===== config.mk =====
export PLATFORM = sky130hd
export DESIGN_NAME = rcsw_top
export DESIGN_NICKNAME = d
export VERILOG_FILES = /design/src/rtl/rcsw_pkg.sv /design/src/rtl/rcsw_top.sv
export VERILOG_INCLUDE_DIRS = /design/src /design/src/rtl
export SDC_FILE = /design/constraint.sdc
export NUM_CORES = 1
export LEC_CHECK = 0
export ABC_AREA = 1
export CORE_AREA = 2 2 125 78
export CTS_CLUSTER_DIAMETER = 50
export DETAILED_ROUTE_END_ITERATION = 8
export DIE_AREA = 0 0 127 80
export DONT_BUFFER_PORTS = 1
export SETUP_SLACK_MARGIN = 0.2
export SLEW_MARGIN = 20
export SYNTH_ARGS = -nofsm -noshare
export SYNTH_HDL_FRONTEND = slang
export SYNTH_SLANG_ARGS = --single-unit

===== constraint.sdc =====
create_clock -name clk_i -period 3.04 [get_ports clk_i]
set_clock_uncertainty 0.1 [all_clocks]
set_input_delay 0.456 -clock clk_i [delete_from_list [all_inputs] [get_ports clk_i]]
set_output_delay 0.456 -clock clk_i [all_outputs]
set_load 0.01 [all_outputs]

===== src/rtl/rcsw_cfg.svh =====
// Offsets, reset values and field codes of the run command block.
// Assumes inclusion by bare name from the design file.
`ifndef RCSW_CFG_SVH
`define RCSW_CFG_SVH
`define RCSW_IDX_REMOTE_SRC 12'h0300
`define RCSW_IDX_LOCAL_SRC 12'h0301
`define RCSW_IDX_WIRE_MODE 12'h0302
`define RCSW_IDX_CONTROL 12'h0310
`define RCSW_IDX_STATUS 12'h0311
`define RCSW_RST_SRC 16'h0000
`define RCSW_RST_WIRE 16'h0000
`define RCSW_SRC_MAX 16'h0006
`define RCSW_WIRE_MAX 16'h0002
`define RCSW_MFI_LOCAL_REMOTE 8'h21
`define RCSW_CTL_BEHAV_BIT 0
`define RCSW_CTL_LOCAL_BIT 1
`define RCSW_ST_RUN_BIT 0
`define RCSW_ST_REV_BIT 1
`define RCSW_ST_LOCAL_BIT 2
`define RCSW_ST_DI1_LOCK_BIT 3
`define RCSW_ST_BLOCK_BIT 4
`endif


===== src/rtl/rcsw_pkg.sv =====
// Types shared by the run command block.
// Assumes the cfg header is on the include path.
package rcsw_pkg;
	typedef enum logic [1:0] {
		RCSW_SRC_KEYPAD = 2'b00,
		RCSW_SRC_TERM = 2'b01,
		RCSW_SRC_SERIAL = 2'b10,
		RCSW_SRC_CARD = 2'b11
	} rcsw_src_t;

	typedef enum logic [1:0] {
		RCSW_WIRE_2FR = 2'b00,
		RCSW_WIRE_2RD = 2'b01,
		RCSW_WIRE_3W = 2'b10
	} rcsw_wire_t;

	// Start/stop/direction request from one command source
	typedef struct packed {
		logic run;
		logic stop;
		logic rev;
	} rcsw_cmd_t;

	// External terminal levels, closed = 1
	typedef struct packed {
		logic fwd;
		logic rev;
		logic di1;
	} rcsw_term_t;
endpackage


===== src/rtl/rcsw_top.sv =====
// Run/stop command source arbitration and 2/3-wire terminal decode, Wishbone slave.
// Assumes terminal, keypad and serial inputs already synchronous to clk_i.
// Contract
// - Remote source 0..6 selects run origin
// - Local source setting selects run origin
// - Odd settings let keypad stop act
// - Keypad source uses run, stop, jog keys
// - Reset returns selection to remote
// - Local/remote input overrides keypad selection
// - Source change while running ramps stop
// - Start only on start command edge
// - Wire mode selects terminal decode
// - Three-wire locks first input as stop
// - Wire mode write refused while running
// - Terminal transition re-evaluates combined state
// - Mode 0 forward xor reverse runs
// - Mode 0 after fault needs edge
// - Mode 1 run level, direction level
// - Mode 1 after fault cycle run
// - Three-wire momentary run, stop overrides
// - Open stop contact stops, reclose with run held restarts
// - Three-wire direction is maintained level
// - Three-wire after fault needs terminal change
// - Terminal roles fixed by wire mode
//
// Implementation choice: the Wishbone slave port.
`timescale 1ns/1ns
`default_nettype none
`include "rcsw_cfg.svh"
module rcsw_top (
	input wire logic clk_i,
	input wire logic rst_i,
	input wire logic wb_cyc_i,
	input wire logic wb_stb_i,
	input wire logic wb_we_i,
	input wire logic [15:0] wb_adr_i,
	input wire logic [3:0] wb_sel_i,
	input wire logic [31:0] wb_dat_i,
	output logic [31:0] wb_dat_o,
	output logic wb_ack_o,
	input wire rcsw_pkg::rcsw_term_t term_i,
	input wire logic key_run_i,
	input wire logic key_stop_i,
	input wire logic key_jog_i,
	input wire logic key_local_toggle_i,
	input wire rcsw_pkg::rcsw_cmd_t serial_cmd_i,
	input wire rcsw_pkg::rcsw_cmd_t card_cmd_i,
	input wire logic mfi_lr_en_i,
	input wire logic mfi_lr_level_i,
	input wire logic ext_fault_reset_i,
	output logic run_o,
	output logic rev_o,
	output logic jog_o,
	output logic local_o,
	output logic di1_stop_locked_o
);
	// ****************************************
	// Register file
	// ****************************************
	logic [15:0] remote_src_q;
	logic [15:0] local_src_q;
	logic [15:0] wire_mode_q;
	logic behav_q;
	logic kp_local_q;
	logic ack_q;
	logic [31:0] rdat_q;
	logic run_q;
	logic rev_q;
	logic jog_q;
	logic local_q;
	logic lock_q;
	logic block_q;

	// Word index is byte address divided by four
	wire [13:0] word_idx = wb_adr_i[15:2];
	wire req = wb_cyc_i & wb_stb_i & ~ack_q;
	wire wr = req & wb_we_i & wb_sel_i[0] & wb_sel_i[1];
	wire hit_rsrc = word_idx == {2'b00, `RCSW_IDX_REMOTE_SRC};
	wire hit_lsrc = word_idx == {2'b00, `RCSW_IDX_LOCAL_SRC};
	wire hit_wire = word_idx == {2'b00, `RCSW_IDX_WIRE_MODE};
	wire hit_ctl = word_idx == {2'b00, `RCSW_IDX_CONTROL};
	wire hit_st = word_idx == {2'b00, `RCSW_IDX_STATUS};
	wire [15:0] wdat = wb_dat_i[15:0];
	wire src_ok = wdat <= `RCSW_SRC_MAX;
	wire wire_ok = wdat <= `RCSW_WIRE_MAX;
	wire wr_rsrc = wr & hit_rsrc & src_ok;
	wire wr_lsrc = wr & hit_lsrc & src_ok;
	wire wr_wire = wr & hit_wire & wire_ok & ~run_q;
	wire wr_ctl = wr & hit_ctl;

	wire [15:0] status_w = {11'h000, block_q, lock_q, local_q, rev_q, run_q};
	wire [15:0] rsel = hit_rsrc ? remote_src_q :
		hit_lsrc ? local_src_q :
		hit_wire ? wire_mode_q :
		hit_ctl ? {14'h0000, kp_local_q, behav_q} :
		hit_st ? status_w : 16'h0000;

	always_ff @(posedge clk_i) begin
		if (rst_i) begin
			remote_src_q <= `RCSW_RST_SRC;
			local_src_q <= `RCSW_RST_SRC;
			wire_mode_q <= `RCSW_RST_WIRE;
			behav_q <= 1'b0;
			ack_q <= 1'b0;
			rdat_q <= 32'h0000_0000;
		end else begin
			ack_q <= req;
			rdat_q <= {16'h0000, rsel};
			if (wr_rsrc) remote_src_q <= wdat;
			if (wr_lsrc) local_src_q <= wdat;
			if (wr_wire) wire_mode_q <= wdat;
			if (wr_ctl) behav_q <= wdat[`RCSW_CTL_BEHAV_BIT];
		end
	end

	// ****************************************
	// Local/remote selection
	// ****************************************
	// Keypad toggle bit comes back to remote on every reset
	always_ff @(posedge clk_i) begin
		if (rst_i) begin
			kp_local_q <= 1'b0;
		end else if (wr_ctl) begin
			kp_local_q <= wdat[`RCSW_CTL_LOCAL_BIT];
		end else if (key_local_toggle_i) begin
			kp_local_q <= ~kp_local_q;
		end
	end

	wire local_w = mfi_lr_en_i ? mfi_lr_level_i : kp_local_q;
	wire [15:0] sel_src = local_w ? local_src_q : remote_src_q;
	wire [2:0] sel3 = sel_src[2:0];
	// Settings 1..6 pair as (1,2) terminals, (3,4) serial, (5,6) card
	wire [1:0] src_kind = (sel3 == 3'd0) ? 2'd0 : 2'(({1'b0, sel3} + 4'd1) >> 1);
	wire kp_stop_ok = (sel3 == 3'd0) | sel3[0];
	wire is_term = src_kind == rcsw_pkg::RCSW_SRC_TERM;
	wire [1:0] wmode = wire_mode_q[1:0];
	wire three_w = wmode == rcsw_pkg::RCSW_WIRE_3W;

	// ****************************************
	// Terminal decode
	// ****************************************
	rcsw_pkg::rcsw_term_t term_q;
	logic src_chg_q;
	logic prev_local_q;
	always_ff @(posedge clk_i) begin
		if (rst_i) begin
			term_q <= 3'b000;
			prev_local_q <= 1'b0;
		end else begin
			term_q <= term_i;
			prev_local_q <= local_w;
		end
	end
	wire term_chg = term_q != term_i;
	wire fwd_rise = term_i.fwd & ~term_q.fwd;
	wire src_switch = prev_local_q != local_w;

	// Forward and reverse roles come from wire mode only
	logic t_run;
	logic t_rev;
	logic t_start;
	always_comb begin
		t_run = 1'b0;
		t_rev = 1'b0;
		t_start = 1'b0;
		case (wmode)
			rcsw_pkg::RCSW_WIRE_2FR: begin
				t_run = term_i.fwd ^ term_i.rev;
				t_rev = term_i.rev;
				t_start = t_run & term_chg;
			end
			rcsw_pkg::RCSW_WIRE_2RD: begin
				t_run = term_i.fwd;
				t_rev = term_i.rev;
				t_start = fwd_rise;
			end
			rcsw_pkg::RCSW_WIRE_3W: begin
				t_run = term_i.di1;
				t_rev = term_i.rev;
				// Reclosing stop with run held restarts as well
				t_start = term_i.di1 & term_i.fwd & (fwd_rise | (term_i.di1 & ~term_q.di1));
			end
			default: begin
				t_run = 1'b0;
				t_rev = 1'b0;
				t_start = 1'b0;
			end
		endcase
	end

	// ****************************************
	// Per-source commands
	// ****************************************
	logic key_run_q;
	logic ser_run_q;
	logic card_run_q;
	always_ff @(posedge clk_i) begin
		if (rst_i) begin
			key_run_q <= 1'b0;
			ser_run_q <= 1'b0;
			card_run_q <= 1'b0;
		end else begin
			key_run_q <= key_run_i;
			ser_run_q <= serial_cmd_i.run;
			card_run_q <= card_cmd_i.run;
		end
	end

	logic c_start;
	logic c_stop;
	logic c_rev;
	logic c_keep;
	always_comb begin
		c_start = 1'b0;
		c_stop = 1'b0;
		c_rev = rev_q;
		c_keep = 1'b1;
		case (src_kind)
			rcsw_pkg::RCSW_SRC_KEYPAD: begin
				c_start = key_run_i & ~key_run_q;
				c_stop = key_stop_i;
			end
			rcsw_pkg::RCSW_SRC_TERM: begin
				c_start = t_start;
				c_stop = ~t_run;
				c_rev = t_rev;
				c_keep = t_run & (~three_w | term_i.di1);
			end
			rcsw_pkg::RCSW_SRC_SERIAL: begin
				c_start = serial_cmd_i.run & ~ser_run_q;
				c_stop = serial_cmd_i.stop;
				c_rev = serial_cmd_i.rev;
			end
			rcsw_pkg::RCSW_SRC_CARD: begin
				c_start = card_cmd_i.run & ~card_run_q;
				c_stop = card_cmd_i.stop;
				c_rev = card_cmd_i.rev;
			end
			default: begin
				c_start = 1'b0;
				c_stop = 1'b1;
			end
		endcase
	end

	wire kp_stop_hit = key_stop_i & kp_stop_ok & (src_kind != rcsw_pkg::RCSW_SRC_KEYPAD);
	// Behaviour 0 forces a ramp stop on source change; nonzero keeps running
	wire chg_stop = src_switch & ~behav_q;
	wire stop_now = c_stop | ~c_keep | kp_stop_hit | chg_stop;
	// A fault reset blocks terminals until they move; in mode 1 until forward rises
	wire unblock = is_term & term_chg;
	wire unblock_rd = wmode == rcsw_pkg::RCSW_WIRE_2RD ? fwd_rise : unblock;
	wire start_ok = c_start & ~(block_q & is_term & ~unblock_rd);

	// ****************************************
	// Run state and outputs
	// ****************************************
	always_ff @(posedge clk_i) begin
		if (rst_i) begin
			run_q <= 1'b0;
			rev_q <= 1'b0;
			jog_q <= 1'b0;
			local_q <= 1'b0;
			lock_q <= 1'b0;
			block_q <= 1'b0;
		end else begin
			local_q <= local_w;
			lock_q <= three_w;
			jog_q <= (src_kind == rcsw_pkg::RCSW_SRC_KEYPAD) & key_jog_i & ~run_q;
			if (ext_fault_reset_i) begin
				block_q <= 1'b1;
			end else if (unblock_rd) begin
				block_q <= 1'b0;
			end
			if (ext_fault_reset_i | stop_now) begin
				run_q <= 1'b0;
			end else if (start_ok) begin
				run_q <= 1'b1;
			end
			rev_q <= c_rev;
		end
	end

	assign wb_ack_o = ack_q;
	assign wb_dat_o = rdat_q;
	assign run_o = run_q;
	assign rev_o = rev_q;
	assign jog_o = jog_q;
	assign local_o = local_q;
	assign di1_stop_locked_o = lock_q;
endmodule
`default_nettype wire


==> results of run 1 <==
[where the power goes]
group,internal [mW],switching (mW)
clock,0.633,0.417
sequential,1.05,0.00909
combinational,0.0302,0.0699
[cells in the final DEF, fill, tap and decap left out, types with 2 or more instances in the layout]
| cell type | n |
|---|---|
| nor3_4 | 2 |
| o211ai_1 | 10 |
| clkbuf_16 | 9 |
| buf_4 | 2 |
| nor3_1 | 3 |
| conb_1 | 16 |
| nand4_1 | 4 |
| nand3_2 | 12 |
| o21ai_0 | 17 |
| dfxtp_1 | 79 |
| a21oi_1 | 8 |
| nor2_1 | 55 |
| nand3b_1 | 3 |
| inv_2 | 15 |
| a41oi_1 | 2 |
| nand3_1 | 82 |
| ha_1 | 4 |
| inv_1 | 77 |
| clkinv_2 | 3 |
| nor2_2 | 3 |
| nand2_1 | 58 |
[worst max-delay path by stage]
stage	from	end	slack, ps	cells after the start
detailed placement	mfi_lr_en_i	run_o	630	15
global route	kp_local_q	run_o	340	16
CTS	kp_local_q	run_o	690	14
finish	kp_local_q	run_o	670	14
global placement	mfi_lr_en_i	run_o	650	15
floorplan	mfi_lr_en_i	run_o	910	17
[per-stage QoR]
| step | setup WS [ps] | cells | total power [mW] |
|---|---|---|---|
| finish | 673 | 598 | 2.21 |
| global route | 344 | 598 | 2.29 |
| CTS | 690 | 598 | 2.23 |
| floorplan | 910 | 498 | 1.18 |
| detailed placement | 634 | 582 | 1.18 |
| global placement | 654 | 582 | 1.18 |
[layer usage]
metal	global-route usage (%)	vias to the layer above	share of wire (%)
li1	-	1484	-
met1	23.3	1348	50
met2	24.3	88	42
met3	5.43	5	7.3
met4	3.85	0	0.74
met5	0	-	0
[final cells by class]
cell class / count / area [sq um]
Multi-Input combinational cell: 293 / 1530
Tap cell: 116 / 145
Fill cell: 897 / 5080
Clock inverter: 6 / 61.3
Inverter: 92 / 345
Sequential cell: 79 / 1580
Clock buffer: 10 / 229
Timing Repair Buffer: 2 / 15.0
[sequential cells by signal, summed over array words and instances (netlist names)]
name	cells
local_src_q	16
remote_src_q	16
wb_dat_o	16
wire_mode_q	16
term_q	3
behav_q	1
block_q	1
card_run_q	1
di1_stop_locked_o	1
jog_o	1
key_run_q	1
kp_local_q	1
local_o	1
rev_o	1
run_o	1
ser_run_q	1
wb_ack_o	1
[logic make-up (layout without fill, tap and decap cells)]
logic type,after synthesis,in the layout,synth area share (%)
simple gates,230,230,32.2
buf+inv,126,110,15.3
flops,79,79,43.8
compound gates,42,42,6.94
fa+ha+maj,4,4,1.39
other cells,1,16,0.104
xor+xnor,1,1,0.243
==> impl_metrics.csv, run 1 <==
group,metric,value,unit
critical_path,arrival,2490,ps
place,postPlaceCellArea,3620,sq um
cells_and_area,nets,554,
critical_path,path_cells,"nand2_1 -> nand2_1 -> inv_1 -> o21ai_0 -> inv_1 -> ha_1 -> nand2_1 -> nand3_1 -> nand2_1 -> inv_1 -> nor2_1 -> nand4_1 -> nand2_1 -> a21oi_1",
die,ios,111,
global_route,grt_pass1_wl,13100,um
sta,hold_viol_final,0,
die,die_w,127,um
global_route,grt_max_degree,51,
yosys,synth_top_cell_area_share,43.8,%
clock_network,clkTransAtPathRegs,60,ps
yosys,synth_edf_count,0,
route,drtIter0Drc,213,
critical_path,worst_path_max_delay_cell,"dfxtp_1",
yosys,async_flop_share,0,%
sta,slew-limit-headroom,45.5,%
sta,setup_tns,0,ps
critical_path,critical_path_buf_inv_count,3,
clock_network,cts.sinks,79,
run_status,outcome,"finished clean",
global_route,grt_pass1_vias,2648,
place,dp_hpwl,5700,um
run,drv_cap,0,
die,initial_utilization,40.2,%
critical_path,r2r_cells,14,
yosys,postSynthAreaPerCell,7.47,sq um
critical_path,cpPeakStageDelay,410,ps
sta,hold_ws,89.0,ps
clock_network,clk_latency,330,ps
yosys,synth_seq_cells,79,
cells_and_area,syn_to_final_growth,8.32,%
route,drtAntennaViolNets,0,
critical_path,critPathCaptureType,"flop",
route,wl,7980,um
sta,fmax,422,MHz
die,die-area,10200,sq um
yosys,synthTopCellsByCount,"nand3_1 (82), dfxtp_1 (79), inv_1 (78)",
yosys,ys_warn_count,0,
pwr,p_leak,2.04,nW
clock_network,cts.path.max_buffers,2,
sta,rsz0062_at_grt,"no",
sta,setup_viol,0,
cells_and_area,utilization,43.5,%
clock_network,cts_hold_buffers,0,
yosys,synth_most_common_cell,"nand3_1",
hold_path,hp-class,"in -> reg",
critical_path,cp.required,3160,ps
critical_path,worst-path-max-fanout,5,
cells_and_area,drive_above_1_share,11.6,%
sta,worstMarginPinSlew,816,ps
route,first_pass_iters,4,
critical_path,crit_family,"simple AND/OR/NAND/NOR gates",
route,drc,0,
sta,min_period_over_period,77.9,%
place,numPortBuffers,0,
sta,min_period,2370,ps
hold_path,whs_path_depth,1,
die,die_h,80,um
critical_path,reg2reg_slack,670,ps
yosys,synth_cell_types,36,
route,viasPerCell,4.89,
route,wl_per_cell,13.3,um
sta,final_max_slew_viol_count,0,
die,core.rowCount,27,
yosys,synth.cell_area,3610,sq um
clock_network,ctsResizeCount,0,
hold_path,hp-start,"rst_i",
die,core_area,8990,sq um
yosys,netlist_top_cells_area,"dfxtp_1 (44%), nand3_1 (11%), inv_1 (8.1%)",
yosys,syn_inst,483,
global_route,gr-total-overflow,0,
clock_network,cts_max_level,3,
yosys,yosys.area.top_type,"dfxtp_1",
global_route,antenna_found_initial,0,
global_route,grt_use_total,16.5,%
pwr,powerDensity,564,nW/um^2
yosys,ys_seq_area_share,43.8,%
clock_network,cts_tree,"yes",
clock_network,cts_buffers,9,
place,gp_congestion,0.858,
clock_network,clk_root_buffer_cell,"clkbuf_16",
clock_network,cts_setup_buffers,0,
critical_path,cpMostUsedCell,"nand2_1",
cells_and_area,antenna_cells,0,
critical_path,critical_path_class,"reg -> reg",
critical_path,worstReg2RegEnd,"run_o",
critical_path,start_kind,"flop",
yosys,ys.flop_type,"dfxtp_1",
hold_path,worstHoldEndpoint,"block_q",
cells_and_area,final_cell_area,3910,sq um
pwr,vdd_ir_drop_max,0.269,mV
critical_path,r2r-start,"kp_local_q",
route,vias,2925,
No activity file was read; power rests on OpenSTA's default activity.
==> run 2, diff against run 1 <==
==> constraint.sdc (replaced) <==
create_clock -name clk_i -period 2.4 [get_ports clk_i]
set_clock_uncertainty 0.1 [all_clocks]
set_input_delay 0.36 -clock clk_i [delete_from_list [all_inputs] [get_ports clk_i]]
set_output_delay 0.36 -clock clk_i [all_outputs]
set_load 0.01 [all_outputs]
==> run 2 against run 1 <==
Critical path type unchanged. Critical endpoint is now block_q. Wire length is 6.1% higher. Setup slack got worse by 300 ps. Non-clock buffer count up 10. Critical path depth grew 1. Via count rose by 1.6%. Combinational power rose by 46%.
==> impl_metrics.csv, run 2 (synthesis results as in run 1) <==
group,metric,value,unit
die,die-area,10200,sq um
route,drtIter0Drc,248,
place,pre_cts_ws,85.7,ps
route,drc,0,
pwr,vdd_ir_drop_max,0.334,mV
critical_path,cp.required,2500,ps
pwr,pwr-share-seq,46.4,%
critical_path,arrival,2130,ps
sta,rsz0062_at_grt,"no",
global_route,grt_max_degree,34,
clock_network,cts.path.max_buffers,2,
die,core.rowCount,27,
clock_network,cts.sinks,79,
place,placedCellCount,588,
global_route,gr-total-overflow,0,
route,drtAntennaViolNets,0,
clock_network,cts_max_level,3,
sta,min_period,2030,ps
pwr,p_leak,2.09,nW
die,initial_utilization,40.2,%
cells_and_area,syn_to_final_growth,11.2,%
global_route,grt_pass1_vias,2711,
run,drv_cap,0,
cells_and_area,drive_above_1_share,14.4,%
hold_path,hp-class,"in -> reg",
die,die_h,80,um
sta,hold_ws,57.1,ps
sta,final_max_slew_viol_count,0,
die,die_w,127,um
pwr,intPower,2.19,mW
critical_path,critPathCaptureType,"flop",
pwr,swShare,23.9,%
critical_path,critical_path_class,"reg -> reg",
sta,setup_tns,0,ps
cells_and_area,final_common_cell,"nand3_1",
sta,setup_ws,372,ps
sta,worstMarginPinSlew,540,ps
hold_path,whs_path_depth,2,
global_route,antenna_found_initial,0,
pwr,power.total,2.88,mW
place,numPortBuffers,0,
global_route,grt_pass1_wl,13600,um
clock_network,clkTransAtPathRegs,60,ps
cells_and_area,nets,564,
route,wl_per_cell,13.9,um
route,wl,8460,um
pwr,powerDensity,717,nW/um^2
global_route,grt_use_total,17.3,%
clock_network,cts_buffers,9,
clock_network,clk_latency,340,ps
pwr,power.switching,0.687,mW
clock_network,clk_root_buffer_cell,"clkbuf_16",
route,vias,2972,
place,gp_congestion,0.894,
sta,fmax,493,MHz
sta,setup_viol,0,
critical_path,start_kind,"flop",
sta,min_period_over_period,84.5,%
route,viasPerCell,4.89,
cells_and_area,final_cell_count_no_fill,608,
run_status,outcome,"finished clean",
place,dp_hpwl,5980,um
die,core_area,8990,sq um
sta,slew-limit-headroom,64.0,%
clock_network,cts_tree,"yes",
cells_and_area,antenna_cells,0,
sta,hold_viol_final,0,
pwr,pwr-share-comb,5.1,%
critical_path,worst-path-max-fanout,5,
die,ios,111,
route,first_pass_iters,4,
pwr,p_clk_share,48.6,%
critical_path,r2r_cells,15,
cells_and_area,mostFrequentLayoutCells,"nand3_1 (82), dfxtp_1 (79), inv_1 (76)",
==> run 2: worst max-delay path, cell delays in order (launching register included) <==
cell	delay, ps
dfxtp_1	330
nand2_1	90
nand2_2	100
inv_2	60
nand2_1	60
o21a_1	170
inv_1	60
ha_1	190
nand2_1	70
nand3_1	110
nand2_2	120
inv_1	80
nor2_2	130
nand3_1	80
nand3_1	70
a21oi_1	60
==> run 2: routing by layer <==
metal  vias to the layer above  wire (um)  GRT usage [%]
met2                        98       3600           25.0
met3                         7        522           4.42
met1                      1352       4270           25.0
met5                         -          0              0
li1                       1515          -              -
met4                         0         76           5.71
==> run 2: final timing paths <==
kind / startpoint / endpoint / slack [ps]
setup reg to reg: kp_local_q / block_q / 370
hold reg to reg: remote_src_q[7] / remote_src_q[7] / 350
setup / recovery: kp_local_q / block_q / 370
hold / removal: term_i[0] / term_q[0] / 60
==> run 2: metrics by stage <==
stage | utilization (%) | cell area [sq um]
after detailed placement | 40.8 | 3660
final | 44.7 | 4010
after floorplan | - | 3660
after global routing | 44.7 | 4010
after CTS | 44.3 | 3980
after global placement | 40.8 | 3660
==> run 2: final cells by class <==
class / instances / area, sq um
clock buffer: 9 / 225
multi-input combinational: 293 / 1540
inverter: 92 / 345
fill: 898 / 4970
clock inverter: 7 / 81.3
tap: 116 / 145
sequential: 79 / 1580
timing repair buffer: 12 / 92.6
==> run 2: power by group through the flow <==
stage / Clock, mW / Combinational, mW / Sequential (mW)
after floorplan: 0 / 0.126 / 1.36
after global placement: 0 / 0.131 / 1.36
after detailed placement: 0 / 0.134 / 1.36
after CTS: 1.42 / 0.140 / 1.33
after global routing: 1.47 / 0.167 / 1.34
final: 1.40 / 0.146 / 1.33
==> run 2: what timing repair did <==
action                                 in CTS  in global routing
endpoints found under the hold margin      11                  0
setup endpoints to repair                   2                  3
pin swaps                                   0                  2
hold buffers                                1                  0
gates resized for setup                     1                  5
setup buffers                               0                  3
